## config.mk

```make
export PLATFORM = sky130hd
export DESIGN_NAME = frc_ramp_top
export DESIGN_NICKNAME = d
export VERILOG_FILES = /design/src/core/frc_pkg.sv /design/src/core/frc_divider.sv /design/src/core/frc_ramp_top.sv /design/src/core/frc_vf_curve.sv
export SDC_FILE = /design/constraint.sdc
export NUM_CORES = 2
export LEC_CHECK = 0
export BUFFER_PORTS_ARGS = -buffer_cell sky130_fd_sc_hd__buf_2
export CORE_MARGIN = 2
export CORE_UTILIZATION = 50
export DETAILED_ROUTE_END_ITERATION = 10
export PLACE_DENSITY = 0.71
export SYNTH_ARGS = -nofsm -noshare
export SYNTH_HDL_FRONTEND = slang
export SYNTH_SLANG_ARGS = --single-unit
export TNS_END_PERCENT = 100
```

## constraint.sdc

```tcl
create_clock -name clk -period 14.4 [get_ports clk]
set_input_delay 0 -clock clk [delete_from_list [all_inputs] [get_ports clk]]
set_output_delay 0 -clock clk [all_outputs]
set_load 0.005 [all_outputs]
```

## src/core/frc_pkg.sv

```systemverilog
package frc_pkg;

  // ----------------------------------------------------------------
  // Scaling and limits
  // ----------------------------------------------------------------
  // Frequencies are in 0.01 Hz, voltages in 0.1 V, ramp times in 0.01 s
  // (unit select 0) or 0.1 s (unit select 1).
  localparam int FREQ_W = 16;
  localparam int FRAC_W = 16;
  localparam int ACC_W = FREQ_W + FRAC_W;
  localparam int TICKS_W = 24;
  localparam logic [15:0] FREQ_LIMIT = 16'h9C40;
  localparam logic [15:0] TIME_LIMIT = 16'hEA60;
  localparam logic [15:0] VOLT_LIMIT_230 = 16'h0960;
  localparam logic [15:0] VOLT_LIMIT_460 = 16'h12C0;
  localparam logic [15:0] ZERO_16 = 16'h0000;
  localparam logic [FRAC_W-1:0] FRAC_ZERO = 16'h0000;

  // ----------------------------------------------------------------
  // Timing
  // ----------------------------------------------------------------
  localparam int CLK_PERIOD_NS = 8;
  localparam int CTRL_TICK_NS = 1000000;
  localparam int CTRL_TICK_CYCLES = CTRL_TICK_NS / CLK_PERIOD_NS;
  localparam int TIME_LSB0_NS = 10000000;
  localparam int TIME_LSB1_NS = 100000000;
  localparam logic [7:0] TICKS_PER_LSB0 = 8'(TIME_LSB0_NS / CTRL_TICK_NS);
  localparam logic [7:0] TICKS_PER_LSB1 = 8'(TIME_LSB1_NS / CTRL_TICK_NS);
  // Ramp time used by the automatic modes, in 0.01 s.
  localparam logic [15:0] AUTO_RAMP_TIME = 16'h0064;

  // ----------------------------------------------------------------
  // Automatic ramp mode codes
  // ----------------------------------------------------------------
  localparam logic [2:0] AUTO_ACC_ONLY = 3'h1;
  localparam logic [2:0] AUTO_DEC_ONLY = 3'h2;
  localparam logic [2:0] AUTO_BOTH = 3'h3;

  // ----------------------------------------------------------------
  // Reset values of the loaded settings
  // ----------------------------------------------------------------
  localparam logic [15:0] DEF_MAX_FREQ = 16'h1770;
  localparam logic [15:0] DEF_MID1_FREQ = 16'h012C;
  localparam logic [15:0] DEF_MID2_FREQ = 16'h0096;
  localparam logic [15:0] DEF_MIN_FREQ = 16'h0032;
  localparam logic [15:0] DEF_MAX_VOLT = 16'h0898;
  localparam logic [15:0] DEF_MID1_VOLT = 16'h006E;
  localparam logic [15:0] DEF_MID2_VOLT = 16'h0032;
  localparam logic [15:0] DEF_MIN_VOLT = 16'h000A;
  localparam logic [15:0] DEF_STARTUP_FREQ = 16'h0032;
  localparam logic [15:0] DEF_CEILING = 16'h9C40;
  localparam logic [15:0] DEF_FLOOR = 16'h0000;
  localparam logic [15:0] DEF_INCHING_FREQ = 16'h0258;
  localparam logic [15:0] DEF_RAMP_TIME = 16'h03E8;

  // ----------------------------------------------------------------
  // Carriers
  // ----------------------------------------------------------------
  typedef struct packed {
    logic [15:0] max_freq;
    logic [15:0] mid1_freq;
    logic [15:0] mid2_freq;
    logic [15:0] minimum_output_frequency_setting;
    logic [15:0] max_volt;
    logic [15:0] mid1_volt;
    logic [15:0] mid2_volt;
    logic [15:0] min_volt;
  } frc_vf_curve_t;

  typedef struct packed {
    logic [15:0] startup_frequency_parameter;
    logic [15:0] output_frequency_ceiling;
    logic [15:0] output_frequency_floor_setting;
    logic [15:0] inching_frequency_setting;
  } frc_limits_t;

  typedef struct packed {
    logic [3:0][15:0] accel;
    logic [3:0][15:0] decel;
    logic [15:0] inch_accel;
    logic [15:0] inch_decel;
  } frc_times_t;

  typedef enum logic [2:0] {
    ST_READY,
    ST_RUN,
    ST_STOP,
    ST_INCH,
    ST_INCH_STOP
  } frc_state_t;

  function automatic logic [15:0] frc_clamp(input logic [15:0] v, input logic [15:0] lim);
    frc_clamp = (v > lim) ? lim : v;
  endfunction

endpackage

```

## src/core/frc_divider.sv

```systemverilog
`timescale 1ns/1ps
module frc_divider
  import frc_pkg::*;
#(
  parameter int W = 32
) (
  input wire logic clk,
  input wire logic rstn,
  input wire logic start,
  input wire logic [W-1:0] num,
  input wire logic [W-1:0] den,
  output logic busy,
  output logic done,
  output logic [W-1:0] quot
);

  localparam int CW = $clog2(W) + 1;
  localparam logic [CW-1:0] CNT_LAST = CW'(1);

  logic [W:0] rem_r;
  logic [W-1:0] quo_r;
  logic [W-1:0] den_r;
  logic [CW-1:0] cnt_r;
  logic [W:0] trial;

  // A zero divisor yields all ones, which the ramp treats as a jump.
  assign trial = {rem_r[W-1:0], quo_r[W-1]};

  always_ff @(posedge clk or negedge rstn) begin
    if (!rstn) begin
      rem_r <= '0;
      quo_r <= '0;
      den_r <= '0;
      cnt_r <= '0;
      busy <= 1'b0;
      done <= 1'b0;
    end else begin
      done <= 1'b0;
      if (start && !busy) begin
        rem_r <= '0;
        quo_r <= num;
        den_r <= den;
        cnt_r <= CW'(W);
        busy <= 1'b1;
      end else if (busy) begin
        if (trial >= {1'b0, den_r}) begin
          rem_r <= trial - {1'b0, den_r};
          quo_r <= {quo_r[W-2:0], 1'b1};
        end else begin
          rem_r <= trial;
          quo_r <= {quo_r[W-2:0], 1'b0};
        end
        cnt_r <= cnt_r - CW'(1);
        if (cnt_r == CNT_LAST) begin
          busy <= 1'b0;
          done <= 1'b1;
        end
      end
    end
  end

  assign quot = quo_r;

endmodule

```

## src/core/frc_ramp_top.sv

```systemverilog
`timescale 1ns/1ps
module frc_ramp_top
  import frc_pkg::*;
#(
  parameter int unsigned TICK_CYCLES = CTRL_TICK_CYCLES
) (
  input wire logic clk,
  input wire logic rstn,
  input wire logic cfg_load,
  input frc_vf_curve_t curve_in,
  input frc_limits_t limits_in,
  input frc_times_t times_in,
  input wire logic voltage_class_460,
  input wire logic ramp_time_unit_select,
  input wire logic [2:0] automatic_ramp_mode_select,
  input wire logic [1:0] ramp_pair_select,
  input wire logic run_cmd,
  input wire logic inching_command,
  input wire logic [15:0] freq_cmd,
  input wire logic slip_comp_active,
  input wire logic [15:0] slip_comp_freq,
  input wire logic ramp_extend,
  output logic [15:0] out_freq_r,
  output logic [15:0] out_volt_r,
  output logic output_active_r,
  output logic ready_r,
  output logic inching_active_r,
  output logic accel_r,
  output logic decel_r,
  output logic at_target_r
);

  // ----------------------------------------------------------------
  // Loaded settings
  // ----------------------------------------------------------------
  frc_vf_curve_t curve_r;
  frc_limits_t lim_r;
  frc_times_t times_r;
  logic [15:0] vlim;

  assign vlim = voltage_class_460 ? VOLT_LIMIT_460 : VOLT_LIMIT_230;

  // Settings are sampled only on cfg_load so a half-written set never steers the ramp.
  always_ff @(posedge clk or negedge rstn) begin
    if (!rstn) begin
      curve_r <= '{DEF_MAX_FREQ, DEF_MID1_FREQ, DEF_MID2_FREQ, DEF_MIN_FREQ,
                   DEF_MAX_VOLT, DEF_MID1_VOLT, DEF_MID2_VOLT, DEF_MIN_VOLT};
      lim_r <= '{DEF_STARTUP_FREQ, DEF_CEILING, DEF_FLOOR, DEF_INCHING_FREQ};
    end else if (cfg_load) begin
      curve_r.max_freq <= frc_clamp(curve_in.max_freq, FREQ_LIMIT);
      curve_r.mid1_freq <= frc_clamp(curve_in.mid1_freq, FREQ_LIMIT);
      curve_r.mid2_freq <= frc_clamp(curve_in.mid2_freq, FREQ_LIMIT);
      curve_r.minimum_output_frequency_setting <=
        frc_clamp(curve_in.minimum_output_frequency_setting, FREQ_LIMIT);
      curve_r.max_volt <= frc_clamp(curve_in.max_volt, vlim);
      curve_r.mid1_volt <= frc_clamp(curve_in.mid1_volt, vlim);
      curve_r.mid2_volt <= frc_clamp(curve_in.mid2_volt, vlim);
      curve_r.min_volt <= frc_clamp(curve_in.min_volt, vlim);
      lim_r.startup_frequency_parameter <=
        frc_clamp(limits_in.startup_frequency_parameter, FREQ_LIMIT);
      lim_r.output_frequency_ceiling <=
        frc_clamp(limits_in.output_frequency_ceiling, FREQ_LIMIT);
      lim_r.output_frequency_floor_setting <=
        frc_clamp(limits_in.output_frequency_floor_setting, FREQ_LIMIT);
      lim_r.inching_frequency_setting <=
        frc_clamp(limits_in.inching_frequency_setting, FREQ_LIMIT);
    end
  end

  always_ff @(posedge clk or negedge rstn) begin
    if (!rstn) begin
      for (int i = 0; i < 4; i++) begin
        times_r.accel[i] <= DEF_RAMP_TIME;
        times_r.decel[i] <= DEF_RAMP_TIME;
      end
      times_r.inch_accel <= DEF_RAMP_TIME;
      times_r.inch_decel <= DEF_RAMP_TIME;
    end else if (cfg_load) begin
      for (int i = 0; i < 4; i++) begin
        times_r.accel[i] <= frc_clamp(times_in.accel[i], TIME_LIMIT);
        times_r.decel[i] <= frc_clamp(times_in.decel[i], TIME_LIMIT);
      end
      times_r.inch_accel <= frc_clamp(times_in.inch_accel, TIME_LIMIT);
      times_r.inch_decel <= frc_clamp(times_in.inch_decel, TIME_LIMIT);
    end
  end

  // ----------------------------------------------------------------
  // Control tick
  // ----------------------------------------------------------------
  logic [31:0] tick_cnt_r;
  logic tick_r;

  always_ff @(posedge clk or negedge rstn) begin
    if (!rstn) begin
      tick_cnt_r <= '0;
      tick_r <= 1'b0;
    end else if (tick_cnt_r >= 32'(TICK_CYCLES - 1)) begin
      tick_cnt_r <= '0;
      tick_r <= 1'b1;
    end else begin
      tick_cnt_r <= tick_cnt_r + 32'h0000_0001;
      tick_r <= 1'b0;
    end
  end

  // ----------------------------------------------------------------
  // Target frequency
  // ----------------------------------------------------------------
  frc_state_t state_r;
  frc_state_t state_nxt;
  logic [ACC_W-1:0] ramp_r;
  logic [15:0] ramp_freq;
  logic [15:0] target_r;
  logic [15:0] target_nxt;
  logic [15:0] fmin;
  logic [15:0] cmd_clamp;
  logic [15:0] run_target;
  logic [15:0] start_freq;
  logic load_en;
  logic [15:0] load_val;

  assign ramp_freq = ramp_r[ACC_W-1:FRAC_W];
  assign fmin = curve_r.minimum_output_frequency_setting;
  assign cmd_clamp = frc_clamp(freq_cmd, lim_r.output_frequency_ceiling);

  always_comb begin
    if (cmd_clamp < fmin) begin
      run_target = ZERO_16;
    end else if (cmd_clamp < lim_r.output_frequency_floor_setting) begin
      // The floor is clamped to the ceiling in case it is configured above it.
      run_target = frc_clamp(lim_r.output_frequency_floor_setting,
                             lim_r.output_frequency_ceiling);
    end else begin
      run_target = cmd_clamp;
    end
  end

  // Output starts at the start-up frequency, or at the command when that is lower (at the minimum frequency if start-up is not above it),
  // then ramps to the floor if needed; the floor is never forced onto the jump.
  always_comb begin
    if (lim_r.startup_frequency_parameter > fmin) begin
      start_freq = (cmd_clamp < lim_r.startup_frequency_parameter) ?
                   cmd_clamp : lim_r.startup_frequency_parameter;
    end else begin
      start_freq = fmin;
    end
  end

  // ----------------------------------------------------------------
  // Sequencer
  // ----------------------------------------------------------------
  always_comb begin
    state_nxt = state_r;
    load_en = 1'b0;
    load_val = ZERO_16;
    case (state_r)
      ST_READY: begin
        if (inching_command) begin
          state_nxt = ST_INCH;
          load_en = 1'b1;
        end else if (run_cmd && (run_target != ZERO_16)) begin
          state_nxt = ST_RUN;
          load_en = 1'b1;
          load_val = start_freq;
        end
      end
      ST_RUN: begin
        // Inching is not looked at here.
        if (!run_cmd || (run_target == ZERO_16)) begin
          state_nxt = ST_STOP;
        end
      end
      ST_STOP: begin
        if (run_cmd && (run_target != ZERO_16)) begin
          state_nxt = ST_RUN;
        end else if (ramp_freq <= fmin) begin
          state_nxt = ST_READY;
          load_en = 1'b1;
        end
      end
      ST_INCH: begin
        if (!inching_command) begin
          state_nxt = ST_INCH_STOP;
        end
      end
      ST_INCH_STOP: begin
        // Run commands stay ignored until the inching ramp is back at zero.
        if (inching_command) begin
          state_nxt = ST_INCH;
        end else if (ramp_r == '0) begin
          state_nxt = ST_READY;
        end
      end
      default: begin
        state_nxt = ST_READY;
        load_en = 1'b1;
      end
    endcase
  end

  always_comb begin
    case (state_nxt)
      ST_RUN: target_nxt = run_target;
      ST_INCH: target_nxt = lim_r.inching_frequency_setting;
      default: target_nxt = ZERO_16;
    endcase
  end

  always_ff @(posedge clk or negedge rstn) begin
    if (!rstn) begin
      state_r <= ST_READY;
      target_r <= ZERO_16;
    end else begin
      state_r <= state_nxt;
      target_r <= target_nxt;
    end
  end

  // ----------------------------------------------------------------
  // Ramp step
  // ----------------------------------------------------------------
  logic inching;
  logic going_up;
  logic auto_time;
  logic [15:0] time_sel;
  logic [7:0] lsb_ticks;
  logic [15:0] scale_freq;
  logic [TICKS_W-1:0] ticks;
  logic step_start_r;
  logic step_busy;
  logic step_done;
  logic [ACC_W-1:0] step_quot;
  logic [ACC_W-1:0] step_r;
  logic [ACC_W-1:0] step_num;
  logic [ACC_W-1:0] step_den;
  logic [2*ACC_W-1:0] step_key_r;
  logic [2*ACC_W-1:0] step_used_r;
  logic step_fresh;

  assign inching = (state_r == ST_INCH) || (state_r == ST_INCH_STOP);
  assign going_up = ramp_freq < target_r;
  assign step_num = {scale_freq, FRAC_ZERO};
  assign step_den = ACC_W'(ticks);
  // A step left over from the previous selection would be applied at the wrong slope.
  assign step_fresh = step_used_r == {step_num, step_den};

  always_comb begin
    auto_time = 1'b0;
    if (!inching) begin
      if (going_up) begin
        auto_time = (automatic_ramp_mode_select == AUTO_ACC_ONLY) ||
                    (automatic_ramp_mode_select == AUTO_BOTH);
      end else begin
        auto_time = (automatic_ramp_mode_select == AUTO_DEC_ONLY) ||
                    (automatic_ramp_mode_select == AUTO_BOTH);
      end
    end
    if (inching) begin
      time_sel = going_up ? times_r.inch_accel : times_r.inch_decel;
      scale_freq = lim_r.inching_frequency_setting;
    end else begin
      // Pair select zero is the first pair.
      time_sel = going_up ? times_r.accel[ramp_pair_select] :
                            times_r.decel[ramp_pair_select];
      scale_freq = curve_r.max_freq;
    end
    lsb_ticks = ramp_time_unit_select ? TICKS_PER_LSB1 : TICKS_PER_LSB0;
    if (auto_time) begin
      time_sel = AUTO_RAMP_TIME;
      lsb_ticks = TICKS_PER_LSB0;
    end
    ticks = TICKS_W'(time_sel) * TICKS_W'(lsb_ticks);
  end

  // The step is recomputed continuously; ticks are skipped until a division of
  // the present selection has finished, which stretches the ramp slightly.
  always_ff @(posedge clk or negedge rstn) begin
    if (!rstn) begin
      step_start_r <= 1'b0;
      step_r <= '0;
      step_key_r <= '0;
      step_used_r <= '0;
    end else begin
      step_start_r <= !step_busy && !step_start_r;
      if (step_start_r && !step_busy) begin
        step_key_r <= {step_num, step_den};
      end
      if (step_done) begin
        step_r <= step_quot;
        step_used_r <= step_key_r;
      end
    end
  end

  frc_divider #(.W(ACC_W)) u_step_div (
    .clk(clk),
    .rstn(rstn),
    .start(step_start_r),
    .num(step_num),
    .den(step_den),
    .busy(step_busy),
    .done(step_done),
    .quot(step_quot)
  );

  // ----------------------------------------------------------------
  // Ramp accumulator
  // ----------------------------------------------------------------
  logic [ACC_W-1:0] target_fx;
  logic [ACC_W:0] sum_up;

  assign target_fx = {target_r, FRAC_ZERO};
  assign sum_up = {1'b0, ramp_r} + {1'b0, step_r};

  always_ff @(posedge clk or negedge rstn) begin
    if (!rstn) begin
      ramp_r <= '0;
    end else if (load_en) begin
      ramp_r <= {load_val, FRAC_ZERO};
    end else if (tick_r && !ramp_extend && step_fresh) begin
      if (ramp_r < target_fx) begin
        ramp_r <= (sum_up >= {1'b0, target_fx}) ? target_fx : sum_up[ACC_W-1:0];
      end else if (ramp_r > target_fx) begin
        ramp_r <= ((ramp_r - target_fx) <= step_r) ? target_fx : ramp_r - step_r;
      end
    end
  end

  // ----------------------------------------------------------------
  // Volts per hertz
  // ----------------------------------------------------------------
  logic [15:0] vf_base;
  logic [31:0] vf_num;
  logic [31:0] vf_den;
  logic vf_neg;
  logic vf_flat;
  logic vdiv_start_r;
  logic vdiv_busy;
  logic vdiv_done;
  logic [31:0] vdiv_quot;
  logic [15:0] volt_r;

  frc_vf_curve u_vf_curve (
    .clk(clk),
    .rstn(rstn),
    .freq(ramp_freq),
    .curve(curve_r),
    .base_r(vf_base),
    .num_r(vf_num),
    .den_r(vf_den),
    .neg_r(vf_neg),
    .flat_r(vf_flat)
  );

  frc_divider #(.W(32)) u_volt_div (
    .clk(clk),
    .rstn(rstn),
    .start(vdiv_start_r),
    .num(vf_num),
    .den(vf_den),
    .busy(vdiv_busy),
    .done(vdiv_done),
    .quot(vdiv_quot)
  );

  // Base and direction are taken at completion; the ramp moves at most one step
  // per tick, so they still belong to the same segment as the quotient.
  always_ff @(posedge clk or negedge rstn) begin
    if (!rstn) begin
      vdiv_start_r <= 1'b0;
      volt_r <= ZERO_16;
    end else begin
      vdiv_start_r <= !vdiv_busy && !vdiv_start_r;
      if (vdiv_done) begin
        if (vf_flat) begin
          volt_r <= vf_base;
        end else if (vf_neg) begin
          volt_r <= vf_base - vdiv_quot[15:0];
        end else begin
          volt_r <= vf_base + vdiv_quot[15:0];
        end
      end
    end
  end

  // ----------------------------------------------------------------
  // Outputs
  // ----------------------------------------------------------------
  logic active;
  logic [16:0] freq_sum;

  assign active = state_r != ST_READY;
  // Slip compensation rides on top of the ramp and may exceed the command.
  assign freq_sum = {1'b0, ramp_freq} + {1'b0, (slip_comp_active ? slip_comp_freq : ZERO_16)};

  always_ff @(posedge clk or negedge rstn) begin
    if (!rstn) begin
      out_freq_r <= ZERO_16;
      out_volt_r <= ZERO_16;
      output_active_r <= 1'b0;
      ready_r <= 1'b1;
      inching_active_r <= 1'b0;
      accel_r <= 1'b0;
      decel_r <= 1'b0;
      at_target_r <= 1'b0;
    end else begin
      if (!active) begin
        out_freq_r <= ZERO_16;
      end else if (freq_sum > {1'b0, FREQ_LIMIT}) begin
        out_freq_r <= FREQ_LIMIT;
      end else begin
        out_freq_r <= freq_sum[15:0];
      end
      out_volt_r <= active ? volt_r : ZERO_16;
      output_active_r <= active;
      ready_r <= !active;
      inching_active_r <= inching;
      accel_r <= active && (ramp_r < target_fx);
      decel_r <= active && (ramp_r > target_fx);
      at_target_r <= active && (ramp_r == target_fx);
    end
  end

endmodule

```

## src/core/frc_vf_curve.sv

```systemverilog
`timescale 1ns/1ps
module frc_vf_curve
  import frc_pkg::*;
(
  input wire logic clk,
  input wire logic rstn,
  input wire logic [15:0] freq,
  input frc_vf_curve_t curve,
  output logic [15:0] base_r,
  output logic [31:0] num_r,
  output logic [31:0] den_r,
  output logic neg_r,
  output logic flat_r
);

  logic [15:0] f_lo, f_hi, v_lo, v_hi, dv;
  logic flat;

  // ----------------------------------------------------------------
  // Segment selection
  // ----------------------------------------------------------------
  always_comb begin
    f_lo = curve.minimum_output_frequency_setting;
    f_hi = curve.mid2_freq;
    v_lo = curve.min_volt;
    v_hi = curve.mid2_volt;
    flat = 1'b0;
    if (freq <= curve.minimum_output_frequency_setting) begin
      flat = 1'b1;
    end else if (freq >= curve.max_freq) begin
      v_lo = curve.max_volt;
      flat = 1'b1;
    end else if (freq >= curve.mid1_freq) begin
      f_lo = curve.mid1_freq;
      f_hi = curve.max_freq;
      v_lo = curve.mid1_volt;
      v_hi = curve.max_volt;
    end else if (freq >= curve.mid2_freq) begin
      f_lo = curve.mid2_freq;
      f_hi = curve.mid1_freq;
      v_lo = curve.mid2_volt;
      v_hi = curve.mid1_volt;
    end
    // A collapsed segment has no slope; hold its lower voltage.
    if (f_hi <= f_lo) begin
      flat = 1'b1;
    end
    dv = (v_hi >= v_lo) ? (v_hi - v_lo) : (v_lo - v_hi);
  end

  always_ff @(posedge clk or negedge rstn) begin
    if (!rstn) begin
      base_r <= '0;
      num_r <= '0;
      den_r <= '0;
      neg_r <= 1'b0;
      flat_r <= 1'b1;
    end else begin
      base_r <= v_lo;
      num_r <= 32'(freq - f_lo) * 32'(dv);
      den_r <= {16'h0000, 16'(f_hi - f_lo)};
      neg_r <= v_hi < v_lo;
      flat_r <= flat;
    end
  end

endmodule

```

==> Yosys cells after proc, flatten, opt, wreduce, memory -nomap -nowiden <==
Cells that the tools add are included.
{ "totals": {"output_inout_bits": 38, "in_bits": 398, "word_cells": 287, "regBits": 854} }
{ "classes": {"n_eq_ne": 13, "magnitude_cmp": 45, "mux": 122, "add_sub_neg": 15, "multipliers": 2, "n_reduce_logical": 32} }
{ "op_table": {"columns": ["cell", "count"], "rows": [
  ["2-to-1 mux 16 bit", 61],
  ["2-to-1 mux 32 bit", 17],
  ["greater-than comparator 16 bit (second input constant)", 18],
  ["< comparator 16 bit", 5],
  ["binary-select mux 16 bit (select 2 bit)", 2],
  ["greater-or-equal comparator 16 bit", 4],
  ["greater-than comparator 16 x 13 -> 1 bit", 4],
  ["subtractor 16 bit", 4],
  ["subtractor 32 bit", 2],
  ["greater-than comparator 16 bit", 3],
  ["== test 40 bit", 1],
  ["adder 32 x 32 -> 33 bit", 1],
  ["greater-or-equal comparator 33 x 16 -> 1 bit", 1],
  ["greater-or-equal comparator 33 x 24 -> 1 bit", 1],
  ["greater-or-equal comparator 33 x 32 -> 1 bit", 1],
  ["adder 32 x 1 -> 32 bit (second input constant)", 1],
  ["== test 32 bit", 1],
  ["greater-or-equal comparator 32 x 17 -> 1 bit (second input constant)", 1],
  ["greater-than comparator 32 bit", 1],
  ["less-or-equal comparator 16 bit", 2],
  ["less-or-equal comparator 32 bit", 1],
  ["zero test 32 bit", 1],
  ["< comparator 32 bit", 1],
  ["multiplier 32 x 16 -> 32 bit", 1],
  ["31 further kinds", 94]
]} }

==> Depth between registers and ports, before layout <==
{ "depth": {"depth_word": 12, "ltp_mapped": 53} }

==> Cells and area by module <==
A second synthesis with hierarchy kept.
{ "hier_totals": {"hier_cells": 8058, "area_unflattened_um2": 71670.0} }
{ "by_module_without_submodules": {"columns": ["module", "instances", "area_per_inst_um2", "seq_area_each_um2", "cells_per_inst"], "rows": [
  ["frc_ramp_top", 1, 40682.8, 15195.8, 4507],
  ["frc_vf_curve", 1, 17879.6, 1652.8, 2069],
  ["frc_divider", 2, 6553.8, 2602.5, 741]
]} }

==> Least setup slack after synthesis <==
OpenSTA, ideal clock, no wires.
{ "synth_timing": {"path_type": "reg-to-reg", "startpoint": "register ramp_r[16]", "endpoint": "register u_vf_curve.num_r[31]", "t_arrival_ns": 11.374, "stages_incl_launch_ff": 51, "setup_slack_ns": 2.892, "setup_ns": 0.134, "required_time_ns": 14.266, "period_less_slack_ns": 11.508, "cell_sequence": "dfrtp_1 > inv_1 > ha_1 > nand2b_1 > a21o_1 > a21o_1 > a21o_1 > a21o_1 > a21oi_1 > o211ai_1 > and3_1 > clkbuf_1 > nor3_1 > clkbuf_1 > clkbuf_1 > o211ai_1 > o221a_2 > ha_1 > (+15 left out) > fa_1 > fa_1 > fa_1 > fa_1 > inv_1 > fa_1 > inv_1 > ha_1 > a21o_1 > a21oi_1 > nand2_1 > o21a_1 > a221oi_1 > o21ai_1 > and2_1 > o21ai_1 > o21ai_0 > xnor3_1"} }
{ "synth_between": {"elab_chain_len": 8, "elab_cells_between_ends": 22} }
{ "synth_lines": {"columns": ["element", "line_no", "text"], "rows": [
  ["start: declaration", "frc_ramp_top.sv:112", "logic [ACC_W-1:0] ramp_r;"],
  ["start signal: assignment", "frc_ramp_top.sv:320", "ramp_r <= {load_val, FRAC_ZERO};"],
  ["start signal: assignment", "frc_ramp_top.sv:323", "ramp_r <= (sum_up >= {1'b0, target_fx}) ? target_fx : sum_up[ACC_W-1:0];"],
  ["start signal: assignment", "frc_ramp_top.sv:325", "ramp_r <= ((ramp_r - target_fx) <= step_r) ? target_fx : ramp_r - step_r;"],
  ["greater-or-equal comparator 16 bit", "frc_vf_curve.sv:38", "end else if (freq >= curve.mid2_freq) begin"],
  ["2-to-1 mux 16 bit", "frc_vf_curve.sv:38", null],
  ["2-to-1 mux 16 bit", "frc_vf_curve.sv:33", "end else if (freq >= curve.mid1_freq) begin"],
  ["2-to-1 mux 16 bit", "frc_vf_curve.sv:30", "end else if (freq >= curve.max_freq) begin"],
  ["2-to-1 mux 16 bit", "frc_vf_curve.sv:28", "if (freq <= curve.minimum_output_frequency_setting) begin"],
  ["subtractor 16 bit / greater-or-equal comparator 16 bit (equally long branches)", "frc_vf_curve.sv:48", "dv = (v_hi >= v_lo) ? (v_hi - v_lo) : (v_lo - v_hi);"],
  ["2-to-1 mux 16 bit", "frc_vf_curve.sv:48", null],
  ["multiplier 32 x 16 -> 32 bit (*)", "frc_vf_curve.sv:60", "num_r <= 32'(freq - f_lo) * 32'(dv);"],
  ["end signal: assignment", "frc_vf_curve.sv:60", null],
  ["end: declaration", "frc_vf_curve.sv:10", "output logic [31:0] num_r,"]
]} }
Mark *: on every way between the ends. The rest lies on a longest branch, timed or not.
A chain may end at the register's enable or synchronous reset.

==> Worst setup path after layout <==
Ends and elaborated chain as after synthesis.

==> summary.txt <==
Status
  • Outcome: completed

STA
  • Worst rel slew slack: 13.1%
  • Finish-stage setup viols: 0
  • Final slew viol count: 0
  • Final hold vios: 0
  • Fin crit period: 13.38 ns
  • RSZ-0062 raised after global routing: no
  • Period Utilization, post-route: 92.9%
  • Setup TNS: 0 ns
  • Final setup skew: 0.0968 ns
  • Least-Margin Pin Slew: 1.30 ns
  • Fmax: 74.7 MHz

Routing
  • Post-Route WL: 257,000 µm
  • Iteration-0 DRC Markers: 7,272
  • Total number of vias: 65,400
  • Post-route ant nets: 0
  • Metal2 WL: 116,000 µm
  • WL met1: 101,000 µm
  • Via/cell ratio: 6.19
  • DR WL met3: 24,300 µm
  • Initial DRT Pass Iterations: 9
  • Post-route DRC: 0
  • Wire per inst: 24.3 µm
  • Max layer used: met5

Logic synthesis
  • Post-synthesis register bit count: 828
  • Cell Area, Synth: 68,500 µm²
  • Most area-hungry cell type in the Yosys netlist: dfrtp_1
  • Synthesis Warnings: 0
  • Avg Cell Area, Syn: 8.83 µm²
  • Yosys cell types: 111
  • Most frequent cell after synthesis: inv_1
  • Yosys top cell area share: 26.4%
  • Synth Instances: 7,760
  • Ys flop type: dfrtp_1
  • Area contributors post-synth: dfrtp_1 26%, ha_1 10%, fa_1 9.4%
  • Register area share after synthesis: 30.4%
  • Post-synth ARST share: 100%
  • EDFF count, synth: 0
  • Commonest cells post-synth: 890 x inv_1, 738 x nand2_1, 722 x dfrtp_1, 587 x o21ai_0, 562 x ha_1

Hold path
  • Hold crit path type: in2reg
  • Worst Hold End: times_r[89]
  • Hold depth: 3
  • Worst hold start: times_in[89]

Clock network
  • Post-CTS setup buffer count: 0
  • Clk_lat worst skew: 0.78 ns
  • Clk buf depth: 3
  • H-Tree Depth: 3
  • CTS sink count: 828
  • Number of gates resized after CTS: 0
  • Cts bufs inserted: 94
  • Root buf cell: clkbuf_16
  • # hold bufs at CTS: 610
  • CTS tree: built
  • Clock transition at path regs: 0.07 ns

Layout
  • Area of the multi-input gates: 43,100 µm²
  • Reg area: 20,900 µm²
  • Share of layout cells above drive strength 1: 12.3%
  • Fillers: 11,400
  • P&R area growth vs syn: 19.8%
  • Final Net Count: 9,958

GRT
  • First-pass GRT wire length: 389,000 µm
  • Number of global-route vias before repair: 64,800
  • Total track usage: 35.8%
  • Grt ovf: 0
  • Initial antenna violation count: 40
  • Pin count of the biggest net entering global routing: 195

Critical path
  • R2R cell count: 47
  • CP required: 14.97 ns
  • Crit Path Category: reg2reg
  • Slowest CP cell: xnor2_1
  • Startpoint Class: flop
  • Crit path arrival time: 13.95 ns
  • Worst setup EP type: flop
  • Crit path max fanout: 38
  • Crit path top cell by count: inv_1
  • Crit-path max cell delay: 0.81 ns
  • RR Endpoint: u_vf_curve.num_r[31]
  • R2r startpoint: ramp_r[16]
  • Reg-to-reg slack, setup: 1.02 ns

Die
  • Initial Utilization: 50.4%
  • Row cnt: 135
  • Die height: 374 µm
  • Core area: 136,000 µm²
  • Die area: 140,000 µm²
  • # IOs: 436
  • Die W: 374 µm

Placed design
  • HPWL after detailed placement: 190,000 µm
  • Global placement routability congestion: 1.04
  • Port bufs: 435

Job
  • Max_cap viols: 0
per-stage QoR:
step	setup slack, ns	hold slack [ns]	cell area (µm²)	instances	utilization, %
2_1_floorplan	2.89	-0.296	68600	7774	-
3_3_place_gp	1.34	0.0686	72600	9753	53.5
3_5_place_dp	1.21	0.0768	72600	9753	53.5
4_1_cts	1.14	0.000829	82000	10500	60.4
5_1_grt	0.300	0.0321	82000	10500	60.4
6_report	1.02	0.0305	82000	10600	60.4
worst max-delay path: cells and delay by family (launching register included):
family | cells | cell delay [ns]
AND/OR/NAND/NOR | 7 | 1.69
XOR/XNOR | 2 | 1.17
adder cells (fa/ha/maj) | 9 | 3.63
buffers and inverters | 9 | 1.18
multiplexers | 1 | 0.20
flip-flops | 1 | 0.46
AO/OA/AOI/OAI | 19 | 4.81
kinds of logic (layout without fill, tap and decap cells):
family          count (synthesis)  in the layout  synth area share [%]
simple gates                 2362           2362                  16.7
buf+inv                      1240           2225                  6.94
xor+xnor                      271            271                  3.53
other cells                     1             35               0.00547
mux                           225            225                  4.07
flops                         828            828                  30.4
fa+ha+maj                     882            882                  19.6
compound gates               1951           1951                  18.7
layout by cell type, fill, tap and decap left out, types with 32 or more instances in the layout:
cell             n
nor2b_1         75
o221ai_1        36
mux2_2         111
dfrtp_1        718
o21ai_0        587
a21o_1         127
or3_1           48
dfstp_2        106
a21oi_1        452
buf_4          105
nor4_1         118
nand2_1        738
or4_1           34
fa_1           320
nand2b_1        68
clkbuf_16       94
a22o_1          64
nor3_1         147
o22a_1          44
o31ai_1         36
a2111oi_0       33
o211ai_1        62
xor2_1          83
ha_1           562
nand4_1         89
mux2i_1         82
buf_2          433
inv_1          890
and2_1          73
nor2_1         543
and3_1          33
xnor2_1        185
nand3_1        218
mux4_2          32
or2_2           38
o21a_1          41
dlygate4sd3_1  609
routing by layer:
| metal | vias up | global-route usage, % |
|---|---|---|
| met5 | - | 0 |
| met4 | 28 | 18.2 |
| met3 | 860 | 8.34 |
| met2 | 3548 | 57.1 |
| met1 | 31900 | 45.7 |
| li1 | 29100 | - |
area by class of cell:
type / instances / share of cell area, %
Multi-Input combinational cell: 5706 / 52.5
Sequential cell: 828 / 25.4
Timing Repair Buffer: 1155 / 11.2
Inverter: 893 / 4.09
Clock buffer: 133 / 3.30
Tap cell: 1781 / 2.72
Clock inverter: 44 / 0.701
Antenna cell: 20 / 0.0610
how the worst max path moves through the flow:
stage / from / end / cells past startpoint
detailed placement: ramp_r[16] / u_vf_curve.num_r[31] / 47
CTS: ramp_r[16] / u_vf_curve.num_r[31] / 48
floorplan: ramp_r[16] / u_vf_curve.num_r[31] / 50
global route: ramp_r[16] / u_vf_curve.num_r[31] / 48
global placement: ramp_r[16] / u_vf_curve.num_r[31] / 46
finish: ramp_r[16] / u_vf_curve.num_r[31] / 47
sequential cells by signal (all words and copies together), names as in the netlist, 16 cells and up:
register and cells:
times_r 160, curve_r 112, lim_r 64, step_key_r 39, step_used_r 39, ramp_r 32
step_r 32, tick_cnt_r 32, u_step_div.quot 32, u_step_div.rem_r 32, u_vf_curve.num_r 32, u_volt_div.quot 32
u_volt_div.rem_r 32, fmin 16, out_freq_r 16, out_volt_r 16, target_r 16, u_vf_curve.base_r 16
u_vf_curve.den_r 16, u_volt_div.den_r 16, volt_r 16
Power is left out: the tool's default activity adds up to more than one toggle a clock period on the data nets, which glitch-free logic cannot reach.
